--- src/hw/supply_status_map.vh ---
/*
  Constants for the supply status reporting block: status word layout, error codes,
  link characters and log scheduler timing.
  Assumes a 50 MHz controller clock and inclusion by bare name.
*/
// Operation
// - Status pins are active low; asserted condition drives 0, idle drives 1.
// - Standby and CV pins follow device state continuously; error pin follows the registered trip latch.
// - Standby pin asserted whenever unit is in standby with output blocked.
// - Constant-voltage pin asserted while regulation runs in constant-voltage mode.
// - Error pin asserted after overvoltage trip and held until cleared.
// - Overvoltage latch clears in any standby cycle without a new trip; host commands standby.
// - Either status-read command returns the status word on the host link.
// - On network link only bits 2..0 meaningful; host ignores the rest.
// - Bits 2..0 code last command error: syntax through read failure, 1..6.
// - Bits 15..12 flag parity, overrun, framing and timeout receive errors.
// - Bit 11 echo, bit 9 RTS/CTS, bit 8 XON/XOFF flow control.
// - Bit 7 parity enable; bit 6 parity sense, 1 odd, 0 even.
// - Bit 5 stop bits, 1 means two; bit 4 length, 1 means eight.
// - Software flow control pauses with 0x13 and resumes with 0x11.
// - Port parameters change by port command, persist only after save command.
// - Commands switch unit to remote unless auto-remote disabled with argument zero.
// - Log interval programmable in whole seconds from 1 to 4294967.
// - Interval comes from first-line entry of log file, else 60 seconds.
// - Logging runs only outside standby with log file card present.
// - Each record write shows indicator filled about 1 s; card full shown.
// - Record holds tab-separated mode, limit state, voltage and current fields.
`ifndef SUPPLY_STATUS_MAP_VH
`define SUPPLY_STATUS_MAP_VH

`define CLK_HZ 32'd50000000
`define FILL_TIME_MS 32'd1000
`define FILL_CYCLES ((`CLK_HZ / 32'd1000) * `FILL_TIME_MS)
`define LOG_INTERVAL_DEFAULT_S 32'd60
`define LOG_INTERVAL_MIN_S 32'd1
`define LOG_INTERVAL_MAX_S 32'd4294967

`define ERR_NONE 3'h0
`define ERR_SYNTAX 3'h1
`define ERR_COMMAND 3'h2
`define ERR_RANGE 3'h3
`define ERR_UNIT 3'h4
`define ERR_HARDWARE 3'h5
`define ERR_READ 3'h6

`define SW_PARITY_ERR 15
`define SW_OVERRUN_ERR 14
`define SW_FRAMING_ERR 13
`define SW_TIMEOUT_ERR 12
`define SW_ECHO 11
`define SW_RTSCTS 9
`define SW_XONXOFF 8
`define SW_PAR_EN 7
`define SW_PAR_ODD 6
`define SW_STOP2 5
`define SW_LEN8 4
`define SW_RSVD_HI 10
`define SW_RSVD_LO 3

`define PORT_CFG_RESET 8'h10
`define PORT_CFG_W 8

`define CHAR_PAUSE 8'h13
`define CHAR_RESUME 8'h11
`define CHAR_TAB 8'h09
`define CHAR_LF 8'h0A

`endif

--- src/hw/supply_status_reporting.v ---
/*
  Status pins, host status word, port configuration, remote switching and data-log
  scheduling for a programmable supply controller.
  Assumes the command parser delivers decoded one-cycle command strobes, the card
  layer delivers the parsed interval and accepts one tab-separated byte per handshake.
  Port parameter byte, msb first: echo, rtscts, xonxoff, parity enable, parity odd,
  two stop bits, eight data bits, spare. Field codes arrive one byte each, already
  formatted by the caller; the card layer owns file access and free-space sensing.
*/
`timescale 1ns/100ps
`include "supply_status_map.vh"

module supply_status_reporting #(
  parameter FILL_CYCLES = `FILL_CYCLES,
  parameter CLK_HZ = `CLK_HZ,
  parameter REC_FIELDS = 4
) (
  // Clock and reset
  input wire ref_clk_in,
  input wire reset_n_in,
  // Device state
  input wire standby_in,
  input wire cv_mode_in,
  input wire ovp_trip_in,
  // Link type and receive errors
  input wire link_is_lan_in,
  input wire rx_parity_err_in,
  input wire rx_overrun_err_in,
  input wire rx_framing_err_in,
  input wire rx_timeout_err_in,
  // Decoded commands
  input wire cmd_valid_in,
  input wire [2:0] cmd_error_in,
  input wire read_status_word_cmd_in,
  input wire query_status_word_cmd_in,
  input wire set_port_params_cmd_in,
  input wire [7:0] port_params_in,
  input wire save_settings_cmd_in,
  input wire auto_remote_toggle_cmd_in,
  input wire auto_remote_arg_in,
  // Log card
  input wire card_present_in,
  input wire log_file_found_in,
  input wire card_full_in,
  input wire interval_given_in,
  input wire [31:0] interval_s_in,
  input wire [7:0] mode_code_in,
  input wire [7:0] limit_code_in,
  input wire [7:0] volt_code_in,
  input wire [7:0] curr_code_in,
  input wire log_ready_in,
  // Status pins, active low
  output wire standby_n_out,
  output wire const_voltage_flag_n_out,
  output wire ovp_error_n_out,
  // Status word answer
  output reg [15:0] link_status_word_out,
  output reg status_valid_out,
  // Serial link configuration
  output reg [7:0] port_cfg_out,
  output reg [7:0] saved_cfg_out,
  output reg save_strobe_out,
  output wire [7:0] pause_char_out,
  output wire [7:0] resume_char_out,
  output reg remote_out,
  // Log output
  output reg [7:0] log_byte_out,
  output reg log_valid_out,
  output reg log_active_out,
  output reg [31:0] log_interval_out,
  output reg log_fill_out,
  output reg log_card_full_out
);

////////////////////////////////////////////////////////////////////////////////

localparam ST_IDLE = 2'd0;
localparam ST_FIELD = 2'd1;
localparam ST_SEP = 2'd2;

reg ovp_latch_ff;
reg [2:0] err_code_ff;
reg auto_remote_ff;
reg [31:0] sec_cnt_ff;
reg [31:0] sec_tick_cnt_ff;
reg [31:0] fill_cnt_ff;
reg [1:0] state_ff;
reg [1:0] field_ff;
wire sec_tick;
wire logging;
wire status_req;
reg [15:0] word_now;
wire [31:0] interval_now;
wire fill_busy;
wire record_due;

function [31:0] clamp_interval;
  input [31:0] value;
  begin
    if (value < `LOG_INTERVAL_MIN_S)
      clamp_interval = `LOG_INTERVAL_MIN_S;
    else if (value > `LOG_INTERVAL_MAX_S)
      clamp_interval = `LOG_INTERVAL_MAX_S;
    else
      clamp_interval = value;
  end
endfunction

function [7:0] field_byte;
  input [1:0] idx;
  begin
    case (idx)
      2'd0: field_byte = mode_code_in;
      2'd1: field_byte = limit_code_in;
      2'd2: field_byte = volt_code_in;
      default: field_byte = curr_code_in;
    endcase
  end
endfunction

function last_field;
  input [1:0] idx;
  begin
    last_field = (idx == REC_FIELDS - 1);
  end
endfunction

////////////////////////////////////////////////////////////////////////////////
// Status pins

// Standby and CV pins are combinational so they never lag the state; the error pin follows the trip latch
assign standby_n_out = ~standby_in;
assign const_voltage_flag_n_out = ~cv_mode_in;
assign ovp_error_n_out = ~ovp_latch_ff;

always @(posedge ref_clk_in or negedge reset_n_in) begin
  if (!reset_n_in) begin
    ovp_latch_ff <= 1'b0;
  end else if (ovp_trip_in) begin
    // Trip wins over a same-cycle standby clear
    ovp_latch_ff <= 1'b1;
  end else if (standby_in) begin
    ovp_latch_ff <= 1'b0;
  end
end

////////////////////////////////////////////////////////////////////////////////
// Status word

assign status_req = read_status_word_cmd_in | query_status_word_cmd_in;
// Built bit by bit; the internal bits are simply held low
always @* begin
  word_now = 16'h0000;
  if (link_is_lan_in) begin
    word_now[2:0] = err_code_ff;
  end else begin
    word_now[`SW_PARITY_ERR] = rx_parity_err_in;
    word_now[`SW_OVERRUN_ERR] = rx_overrun_err_in;
    word_now[`SW_FRAMING_ERR] = rx_framing_err_in;
    word_now[`SW_TIMEOUT_ERR] = rx_timeout_err_in;
    word_now[`SW_ECHO] = port_cfg_out[7];
    word_now[`SW_RSVD_HI] = 1'b0;
    word_now[`SW_RTSCTS] = port_cfg_out[6];
    word_now[`SW_XONXOFF] = port_cfg_out[5];
    word_now[`SW_PAR_EN] = port_cfg_out[4];
    word_now[`SW_PAR_ODD] = port_cfg_out[3];
    word_now[`SW_STOP2] = port_cfg_out[2];
    word_now[`SW_LEN8] = port_cfg_out[1];
    word_now[`SW_RSVD_LO] = 1'b0;
    word_now[2:0] = err_code_ff;
  end
end

always @(posedge ref_clk_in or negedge reset_n_in) begin
  if (!reset_n_in) begin
    err_code_ff <= `ERR_NONE;
    link_status_word_out <= 16'h0000;
    status_valid_out <= 1'b0;
  end else begin
    status_valid_out <= status_req;
    if (status_req)
      link_status_word_out <= word_now;
    // A new error in the read cycle wins over the clear, so none is lost
    if (cmd_valid_in && cmd_error_in != `ERR_NONE)
      err_code_ff <= cmd_error_in;
    else if (status_req)
      err_code_ff <= `ERR_NONE;
  end
end

////////////////////////////////////////////////////////////////////////////////
// Port configuration and remote

// Bit order: echo, rtscts, xonxoff, par_en, par_odd, stop2, len8, spare
assign pause_char_out = `CHAR_PAUSE;
assign resume_char_out = `CHAR_RESUME;

always @(posedge ref_clk_in or negedge reset_n_in) begin
  if (!reset_n_in) begin
    port_cfg_out <= `PORT_CFG_RESET;
    saved_cfg_out <= `PORT_CFG_RESET;
    save_strobe_out <= 1'b0;
    auto_remote_ff <= 1'b1;
    remote_out <= 1'b0;
  end else begin
    save_strobe_out <= save_settings_cmd_in;
    if (set_port_params_cmd_in)
      port_cfg_out <= port_params_in;
    // Save copies the value held before a same-cycle set
    if (save_settings_cmd_in)
      saved_cfg_out <= port_cfg_out;
    if (auto_remote_toggle_cmd_in)
      auto_remote_ff <= auto_remote_arg_in;
    // Remote is only ever set here; going back to local is not this block's job
    if (cmd_valid_in && auto_remote_ff && !auto_remote_toggle_cmd_in)
      remote_out <= 1'b1;
  end
end

////////////////////////////////////////////////////////////////////////////////
// Log scheduler

assign logging = !standby_in && card_present_in && log_file_found_in;
assign sec_tick = (sec_tick_cnt_ff == CLK_HZ - 1);
// Interval is re-read every cycle; a changed file applies at the next second
assign interval_now = interval_given_in ?
  clamp_interval(interval_s_in) : `LOG_INTERVAL_DEFAULT_S;
assign fill_busy = (fill_cnt_ff != 32'h00000000);
// A full card skips the record; the second count runs on until space returns
assign record_due = sec_tick && (sec_cnt_ff + 32'h00000001 >= interval_now) &&
  !card_full_in;

always @(posedge ref_clk_in or negedge reset_n_in) begin
  if (!reset_n_in) begin
    sec_tick_cnt_ff <= 32'h00000000;
    sec_cnt_ff <= 32'h00000000;
    log_interval_out <= `LOG_INTERVAL_DEFAULT_S;
    log_active_out <= 1'b0;
    log_card_full_out <= 1'b0;
    fill_cnt_ff <= 32'h00000000;
    log_fill_out <= 1'b0;
    state_ff <= ST_IDLE;
    field_ff <= 2'd0;
    log_byte_out <= 8'h00;
    log_valid_out <= 1'b0;
  end else begin
    log_interval_out <= interval_now;
    log_active_out <= logging;
    log_card_full_out <= card_full_in;
    // Seconds count only while logging, so a new run starts a fresh interval
    if (!logging || sec_tick)
      sec_tick_cnt_ff <= 32'h00000000;
    else
      sec_tick_cnt_ff <= sec_tick_cnt_ff + 32'h00000001;
    if (fill_busy)
      fill_cnt_ff <= fill_cnt_ff - 32'h00000001;
    log_fill_out <= fill_busy;
    case (state_ff)
      ST_IDLE: begin
        log_valid_out <= 1'b0;
        if (!logging) begin
          sec_cnt_ff <= 32'h00000000;
        end else if (sec_tick) begin
          if (record_due) begin
            sec_cnt_ff <= 32'h00000000;
            field_ff <= 2'd0;
            log_byte_out <= field_byte(2'd0);
            log_valid_out <= 1'b1;
            state_ff <= ST_FIELD;
            fill_cnt_ff <= FILL_CYCLES;
          end else begin
            sec_cnt_ff <= sec_cnt_ff + 32'h00000001;
          end
        end
      end
      ST_FIELD: begin
        if (log_ready_in) begin
          // Tab between fields, line feed closes the record
          log_byte_out <= last_field(field_ff) ? `CHAR_LF : `CHAR_TAB;
          state_ff <= ST_SEP;
        end
      end
      ST_SEP: begin
        // Valid stays high across the record so the sink sees one burst
        if (log_ready_in) begin
          if (last_field(field_ff)) begin
            log_valid_out <= 1'b0;
            state_ff <= ST_IDLE;
          end else begin
            field_ff <= field_ff + 2'd1;
            log_byte_out <= field_byte(field_ff + 2'd1);
            state_ff <= ST_FIELD;
          end
        end
      end
      default: begin
        state_ff <= ST_IDLE;
        log_valid_out <= 1'b0;
      end
    endcase
  end
end

endmodule // supply_status_reporting

--- config.mk ---
export PLATFORM = sky130hd
export DESIGN_NAME = supply_status_reporting
export DESIGN_NICKNAME = d
export VERILOG_FILES = /design/src/hw/supply_status_reporting.v
export VERILOG_INCLUDE_DIRS = /design/src /design/src/hw
export SDC_FILE = /design/constraint.sdc
export NUM_CORES = 1
export LEC_CHECK = 0
export BUFFER_PORTS_ARGS = -buffer_cell sky130_fd_sc_hd__buf_2
export CAP_MARGIN = 10
export CORE_MARGIN = 2
export CORE_UTILIZATION = 56
export CTS_CLUSTER_SIZE = 30
export DETAILED_ROUTE_END_ITERATION = 6
export PLACE_DENSITY = 0.85
export SYNTH_ARGS = -nofsm -noshare
export SYNTH_HDL_FRONTEND = slang
export SYNTH_SLANG_ARGS = --single-unit
--- constraint.sdc ---
create_clock -name ref_clk_in -period 4.59 [get_ports ref_clk_in]
set_input_delay 0.918 -clock ref_clk_in [delete_from_list [all_inputs] [get_ports ref_clk_in]]
set_output_delay 0.918 -clock ref_clk_in [all_outputs]
set_load 0.1 [all_outputs]
==> qor.txt, run 1 <==
Distinct cells, synth: 68
CP top delay family: compound AO/OA/AOI/OAI gates
I/O Buffers: 176
CP Launch Type: input port
Remaining antenna violation count: 0
Number of detailed-route iterations in the first pass: 6
Starting Density: 57.3%
Nets: 1354
Layout Skew: 0.0113 ns
Psw: 0.00124 W
Post-Syn Area: 9910 um2
Most frequent cells in the layout: dfrtp_1, buf_2, nand2_1
I/O Pins: 195
Dpl ws: -0.0974 ns
Int Power: 0.00250 W
Synth area leader: dfrtp_1
Initial antenna violation count: 0
Htree depth: 4
Max VDD drop: 0.261 mV
Num rows: 48
Ys async rst share: 100%
Leak Pwr: 5.48 nW
Crit path buf inv count: 4
Combinational Power Share: 16.2%
Seq cells post-synth: 182
Clk buf depth: 2
Register area share after synthesis: 46.0%
Crit path required time: 4.97 ns
Pwr dens: 318 nW/um2
Critical path class: input port to flop
Die Height: 137 um
Post-CTS setup buffer count: 0
Final slew viol count: 0
Sink Count: 182
Root Driver: clkbuf_16
Number of CTS-inserted buffers: 17
Synth Warn #: 0
GRT Total Usage: 25.4%
Final Wtd Congestion: 0.955
WL final: 23200 um
Min cycle time layout: 4.34 ns
CP Max Fanout: 15
DR vias/cell: 5.64
Skew-Pair Late Insertion Delay: 0.44 ns
Tcrit/Tclk final: 94.6%
Number of inserted diodes: 0
Status: completed
Die Area: 18800 um2
Switching Fraction: 33.2%
Max-slew headroom: 32.7%
Synth Instances: 1015
Top cells by area, synth: dfrtp_1, ha_1, xnor2_1, nand2_1, mux2_2
Top_reg_cell synth: dfrtp_1
Hold_ws: 0.466 ns
Core area: 17300 um2
Post-DP HPWL: 16600 um
Worst setup margin: 0.250 ns
Fmax: 0.230 GHz
1st-iter DRT viols: 493
Worst Tran Pin Value: 1.01 ns
Final setup fails: 0
# DRC: 0
EDFF count, synth: 0
CTS tree: built
Count of hold-fix buffers inserted at cts: 0
Cell Chain, Critical Path: buf_2 -> a311o_1 -> a211o_1 -> nand2_1 -> a211oi_1 -> or2_2 -> nor3_2 -> buf_4 -> nand2_1 -> ha_1 -> a21oi_1 -> o21ai_0 -> a221oi_1 -> o21ai_1 -> buf_4 -> a22o_2 -> buf_4 -> o31ai_1 -> a22o_1
Grt ovf: 0
DIE WIDTH: 137 um
Worst-path clk slew: 0.07 ns
Vias in the first global route: 7915
DP Cell Count: 1418
Cell mode on critical path: buf_4
Slowest-stage cell, CP: a311o_1
Clock network power share: 39.1%
RSZ-0062 raised after global routing: false
Hold Path Class: flop to flop
Post-CTS Resized: 0
Routed len/inst: 16.0 um
Crit path largest cell delay: 0.34 ns
Layout Cells excl Fill: 1450
Vias: 8185
Largest net degree at the start of global routing: 110
Layout cells sized above 1: 25.0%
CP arrival: 4.72 ns
Sequential share of power: 44.7%
CP endpoint kind: flop
Synthesized area per cell: 9.76 um2
Final hold violations: 0
Share of the synthesized area in the top cell type: 44.2%
First-pass GRT wire length: 37700 um
Total of max-cap violations: 0
Area Growth Syn to Fin: 18.5%
[power groups by stage]
stage          logic, W  registers [W]  clock network (W)
4_1_cts        0.000607        0.00167            0.00150
3_5_place_dp   0.000605        0.00170                  0
3_3_place_gp   0.000600        0.00170                  0
6_report       0.000605        0.00167            0.00146
5_1_grt        0.000637        0.00167            0.00156
2_1_floorplan  0.000175        0.00198                  0
[kinds of logic (layout without fill, tap and decap cells)]
family	after synthesis	in the layout	share of synthesized area [%]
adders and majority gates	45	45	5.68
muxes	31	31	3.50
AOI/OAI and AO/OA	173	173	11.6
xor gates and xnor gates	79	79	6.98
other	2	36	0.0758
buffers and inverters	101	277	4.70
DFF	182	182	46.0
and+or+nand+nor	402	402	21.4
[sequential cells by signal (all words and copies together), names as in the netlist, 2 cells and up]
register	flops
sec_cnt_ff	32
err_code_ff	3
log_byte_out	8
saved_cfg_out	8
log_interval_out	32
sec_tick_cnt_ff	32
state_ff	2
fill_cnt_ff	32
port_cfg_out	8
field_ff	2
link_status_word_out	14
[cell usage after synthesis (29+ instances only)]
master / count
xnor2_1: 45
nand2_1: 95
dfrtp_1: 175
o21ai_0: 53
a21oi_1: 36
inv_1: 41
ha_1: 45
mux2_2: 29
nand3_1: 40
clkbuf_1: 33
nor2_1: 81
and2_1: 37
xor2_1: 34
[layer usage]
layer / GRT usage (%) / vias up / part of all wire [%]
met5: 0 / - / 0
met3: 3.63 / 46 / 5.7
met2: 41.7 / 296 / 48
li1: - / 3929 / -
met1: 34.1 / 3914 / 44
met4: 9.79 / 0 / 2.4
[cell type report]
| class | instances | area (um2) |
|---|---|---|
| clock buffer | 17 | 425 |
| clock inverter | 15 | 175 |
| fill | 1392 | 5560 |
| inverter | 41 | 154 |
| multi-input combinational | 766 | 5040 |
| sequential | 182 | 4560 |
| tap | 225 | 282 |
| timing repair buffer | 204 | 1100 |
[worst paths after layout]
check | startpoint | end | slack [ns] | depth (start not counted)
max | interval_s_in[3] | sec_cnt_ff[31] | 0.25 | 19
min | remote_out | remote_out | 0.47 | 1
max reg2reg | sec_cnt_ff[8] | log_byte_out[7] | 0.27 | 12
min reg2reg | remote_out | remote_out | 0.47 | 1
max in group asynchronous | reset_n_in | log_interval_out[5] | 2.95 | 2
min in group asynchronous | reset_n_in | log_interval_out[27] | 0.61 | 1
[metrics by stage]
step | cell area, um2 | TNS, ns | utilization [%] | power [W]
after floorplan | 10000 | 0 | - | 0.00216
after global placement | 11100 | -0.0707 | 64.3 | 0.00230
after detailed placement | 11100 | -1.70 | 64.3 | 0.00231
after CTS | 11700 | 0 | 67.7 | 0.00377
after global routing | 11700 | 0 | 67.9 | 0.00387
final | 11700 | 0 | 67.9 | 0.00374
Power figures use the tool's default switching activity.
==> inputs of run 2 (changes only) <==
- PLACE_DENSITY: 0.85 -> 0.86
- clock period: 4.59 -> 4.7 ns (I/O delays scaled with it)
==> qor.txt, run 2 (same netlist as run 1, synthesis figures left out) <==
Crit path largest cell delay: 0.58 ns
Routed len/inst: 15.8 um
Vias in the first global route: 7808
GRT Total Usage: 24.8%
Final hold violations: 0
Sink Count: 182
CP arrival: 4.79 ns
RSZ-0062 raised after global routing: false
First-pass GRT wire length: 37100 um
Hold Path Class: flop to flop
Num rows: 48
Number of CTS-inserted buffers: 17
Layout Skew: 0.0165 ns
Setup TNS: 0 ns
Number of detailed-route iterations in the first pass: 5
Pwr dens: 310 nW/um2
Critical path class: flop to flop
Remaining antenna violation count: 0
1st-iter DRT viols: 649
Area Growth Syn to Fin: 18.3%
CP Launch Type: flop
Most frequent cells in the layout: dfrtp_1, buf_2, nand2_1
Clk buf depth: 2
Die Area: 18800 um2
Final Wtd Congestion: 0.973
Nets: 1351
Number of inserted diodes: 0
Vias: 8249
Slowest-stage cell, CP: nor4_1
WL final: 22900 um
Die Height: 137 um
Post-CTS setup buffer count: 0
Skew-Pair Late Insertion Delay: 0.44 ns
CTS tree: built
DIE WIDTH: 137 um
Max VDD drop: 0.228 mV
CP Max Fanout: 8
CP endpoint kind: flop
Final slew viol count: 0
# DRC: 0
Layout cells sized above 1: 24.7%
Htree depth: 4
Status: completed
Leak Pwr: 5.44 nW
Layout Cells excl Fill: 1447
Total of max-cap violations: 0
Worst-path clk slew: 0.08 ns
Core area: 17300 um2
I/O Buffers: 176
Final setup fails: 0
Cell Chain, Critical Path: and3_1 -> and2_1 -> nand3_1 -> nor4_1 -> nand3_1 -> xnor2_1 -> ha_1 -> nand2_1 -> o21a_1 -> o221a_2 -> o21ai_1 -> a32oi_2 -> a21oi_4 -> mux2_2
Fmax: 0.224 GHz
Starting Density: 57.3%
Post-DP HPWL: 16700 um
Total power: 0.00364 W
Max-slew headroom: 31.2%
DP Cell Count: 1415
Cell mode on critical path: nand3_1
Min cycle time layout: 4.46 ns
I/O Pins: 195
Initial antenna violation count: 0
Crit path required time: 5.03 ns
Tcrit/Tclk final: 94.9%
Worst Tran Pin Value: 1.03 ns
Largest net degree at the start of global routing: 112
Root Driver: clkbuf_16
Grt ovf: 0
DR vias/cell: 5.70
## run 2: changes by cell type in the layout (fill, tap and decap cells not counted)
cell        previous run  this run
nor4_1                20        21
clkinv_8               4         6
buf_4                 28        23
clkinv_2               0         1
buf_12                 0         2
inv_12                 1         0
clkinv_4               1         2
clkinvlp_4             1         0
nor4_4                 4         2
nor4_2                 4         5
inv_6                  5         3
## run 2: timing repair
| item | 4_1_cts | 5_1_grt |
|---|---|---|
| gates resized for setup | 0 | 1 |
| endpoints found under the setup margin | 0 | 22 |
| hold buffers | 0 | 0 |
## run 2: worst max-delay path, delay by kind of cell, from the launching register on
family / cells / cell delay, ns
AO/OA/AOI/OAI: 5 / 1.34
multiplexers: 1 / 0.38
flip-flops: 1 / 0.49
adder cells (fa/ha/maj): 1 / 0.34
AND/OR/NAND/NOR: 6 / 1.62
XOR/XNOR: 1 / 0.19
## run 2: layer usage
metal | GRT usage, % | up-vias | share of wire (%)
met3 | 4.19 | 65 | 5.7
met1 | 33.1 | 3949 | 44
li1 | - | 3914 | -
met5 | 0 | - | 0
met4 | 9.91 | 0 | 2.6
met2 | 40.3 | 321 | 48
## run 2: cell type report
cell class / instances / area, um2
Clock buffer: 17 / 425
Multi-Input combinational cell: 766 / 5020
Clock inverter: 15 / 180
Sequential cell: 182 / 4560
Tap cell: 225 / 282
Fill cell: 1342 / 5570
Timing Repair Buffer: 201 / 1100
Inverter: 41 / 154
## run 2: path summary, 6_finish.rpt
path,from,endpoint,slack [ns],depth (start not counted)
worst max-delay path,sec_cnt_ff[2],log_byte_out[5],0.24,14
worst max register to register,sec_cnt_ff[2],log_byte_out[5],0.24,14
worst min register to register,remote_out,remote_out,0.47,1
worst min-delay path,remote_out,remote_out,0.47,1
min in group asynchronous,reset_n_in,sec_cnt_ff[3],0.62,1
max in group asynchronous,reset_n_in,auto_remote_ff,3.13,2
## run 2: report_power, final
group | internal [W] | leakage (nW) | total, W | switching, W
clock network | 0.000719 | 0.295 | 0.00142 | 0.000702
registers | 0.00161 | 2.32 | 0.00163 | 0.0000223
logic | 0.000107 | 2.83 | 0.000585 | 0.000478
total | 0.00243 | 5.44 | 0.00364 | 0.00120
## run 2: stage by stage
| stage | hold slack (ns) | setup WS (ns) | area, um2 | utilization (%) |
|---|---|---|---|---|
| floorplan | 0.453 | 0.0321 | 10000 | - |
| global placement | 0.447 | -0.0273 | 11100 | 64.3 |
| detailed placement | 0.452 | -0.120 | 11100 | 64.3 |
| CTS | 0.468 | 0.145 | 11700 | 67.8 |
| global route | 0.507 | 0.0337 | 11700 | 67.8 |
| finish | 0.465 | 0.240 | 11700 | 67.8 |
==> inputs of run 3 (changes only) <==
- CORE_ASPECT_RATIO: default -> 0.8
==> qor.txt, run 3 (same netlist as run 1, synthesis figures left out) <==
Max VDD drop: 0.270 mV
Layout cells sized above 1: 24.7%
Starting Density: 57.2%
Skew-Pair Late Insertion Delay: 0.43 ns
Post-DP HPWL: 15800 um
Count of hold-fix buffers inserted at cts: 0
Crit path largest cell delay: 0.66 ns
RSZ-0062 raised after global routing: false
GRT Total Usage: 24.2%
Fmax: 0.227 GHz
Nets: 1351
Slowest-stage cell, CP: nor4_2
Hold Crit Depth: 1
Grt ovf: 0
CP arrival: 4.77 ns
Layout Skew: 0.00768 ns
DP Cell Count: 1415
Cell Chain, Critical Path: nand4_1 -> or3_1 -> nor4_2 -> and3_1 -> xor2_1 -> ha_1 -> nand4_1 -> nor3_1 -> a221oi_1 -> o21ai_0 -> buf_4 -> a22o_2 -> buf_4 -> o31ai_1 -> a22o_1
Final hold violations: 0
Num rows: 43
Number of CTS-inserted buffers: 17
Worst-path clk slew: 0.07 ns
Root Driver: clkbuf_16
Final core occ: 67.8%
Die Area: 18800 um2
Leak Pwr: 5.45 nW
Total of max-cap violations: 0
1st-iter DRT viols: 525
WL final: 22200 um
Number of detailed-route iterations in the first pass: 7
Status: completed
CP endpoint kind: flop
I/O Pins: 195
Final setup fails: 0
Psw: 0.00118 W
Crit path required time: 5.07 ns
CTS tree: built
Hold Path Class: flop to flop
Vias in the first global route: 7884
Largest net degree at the start of global routing: 99
Max-slew headroom: 38.0%
Post-CTS Resized: 0
Clk buf depth: 2
Critical path class: flop to flop
CP Max Fanout: 8
I/O Buffers: 176
Worst Tran Pin Value: 0.930 ns
Routed len/inst: 15.4 um
Post-CTS setup buffer count: 0
Most frequent cells in the layout: dfrtp_1, buf_2, nand2_1
Vias: 8162
Sink Count: 182
Remaining antenna violation count: 0
Worst reg2reg path depth: 15
Final slew viol count: 0
Core area: 17300 um2
Layout Cells excl Fill: 1447
DIE WIDTH: 153 um
Min cycle time layout: 4.40 ns
Int Power: 0.00253 W
Pwr dens: 316 nW/um2
Htree depth: 4
Initial antenna violation count: 0
Die Height: 123 um
Number of inserted diodes: 0
# DRC: 0
Clock network power share: 40.5%
Final Wtd Congestion: 0.894
Switching Fraction: 31.8%
Tcrit/Tclk final: 93.6%
Area Growth Syn to Fin: 18.5%
DR vias/cell: 5.64
First-pass GRT wire length: 37300 um
Combinational Power Share: 15.7%
CP Launch Type: flop
Sequential share of power: 43.9%
## run 3: cell types whose count changed in the layout (fill, tap and decap cells not counted)
cell and change:
o21ai_1 -1, inv_8 +3, o21ai_0 +1, clkinv_8 -4, clkinvlp_4 +2, clkinv_2 -1
clkinv_4 -2, bufinv_16 +2
## run 3: power groups by stage
stage / logic [W] / registers [W] / clock network (W)
detailed placement: 0.000584 / 0.00166 / 0
global placement: 0.000577 / 0.00166 / 0
CTS: 0.000585 / 0.00163 / 0.00153
floorplan: 0.000171 / 0.00193 / 0
global route: 0.000612 / 0.00164 / 0.00159
finish: 0.000583 / 0.00163 / 0.00150
## run 3: cell type report
class | instances | area [um2]
clock buffers | 17 | 425
clock inverters | 15 | 201
fillers | 1350 | 5580
inverters | 41 | 154
multi-input cells | 766 | 5020
flip-flops and latches | 182 | 4560
well taps | 225 | 282
repair buffers | 201 | 1100
## run 3: per-layer routing
| layer | GRT usage (%) | vias up | share of wire [%] |
|---|---|---|---|
| li1 | - | 3907 | - |
| met1 | 32.4 | 3956 | 45 |
| met2 | 40.7 | 266 | 49 |
| met3 | 4.73 | 33 | 5.2 |
| met4 | 7.18 | 0 | 1.0 |
| met5 | 0 | - | 0 |
## run 3: stage by stage
step                TNS (ns)  setup WS (ns)  total power [W]  area (um2)  hold WS, ns
finish                     0          0.302          0.00372       11700        0.475
global route               0         0.0658          0.00384       11700        0.496
CTS                        0          0.331          0.00375       11700        0.480
detailed placement   -0.0563        -0.0111          0.00225       11100        0.465
global placement           0         0.0635          0.00224       11100        0.451
floorplan                  0         0.0321          0.00210       10000        0.453
## run 3: path summary, 6_finish.rpt
| kind | start | endpoint | slack (ns) |
|---|---|---|---|
| setup / recovery | sec_cnt_ff[8] | sec_cnt_ff[5] | 0.30 |
| hold / removal | remote_out | remote_out | 0.47 |
| setup reg to reg | sec_cnt_ff[8] | sec_cnt_ff[5] | 0.30 |
| hold reg to reg | remote_out | remote_out | 0.47 |
| max in group asynchronous | reset_n_in | log_interval_out[2] | 3.17 |
| min in group asynchronous | reset_n_in | fill_cnt_ff[7] | 0.58 |
## run 3: worst max-delay path, delay by kind of cell (launching register included)
family	cells	cell delay [ns]
adder cells (fa/ha/maj)	1	0.27
flip-flops	1	0.47
buffers and inverters	2	0.35
XOR/XNOR	1	0.20
AO/OA/AOI/OAI	5	1.14
AND/OR/NAND/NOR	6	1.90
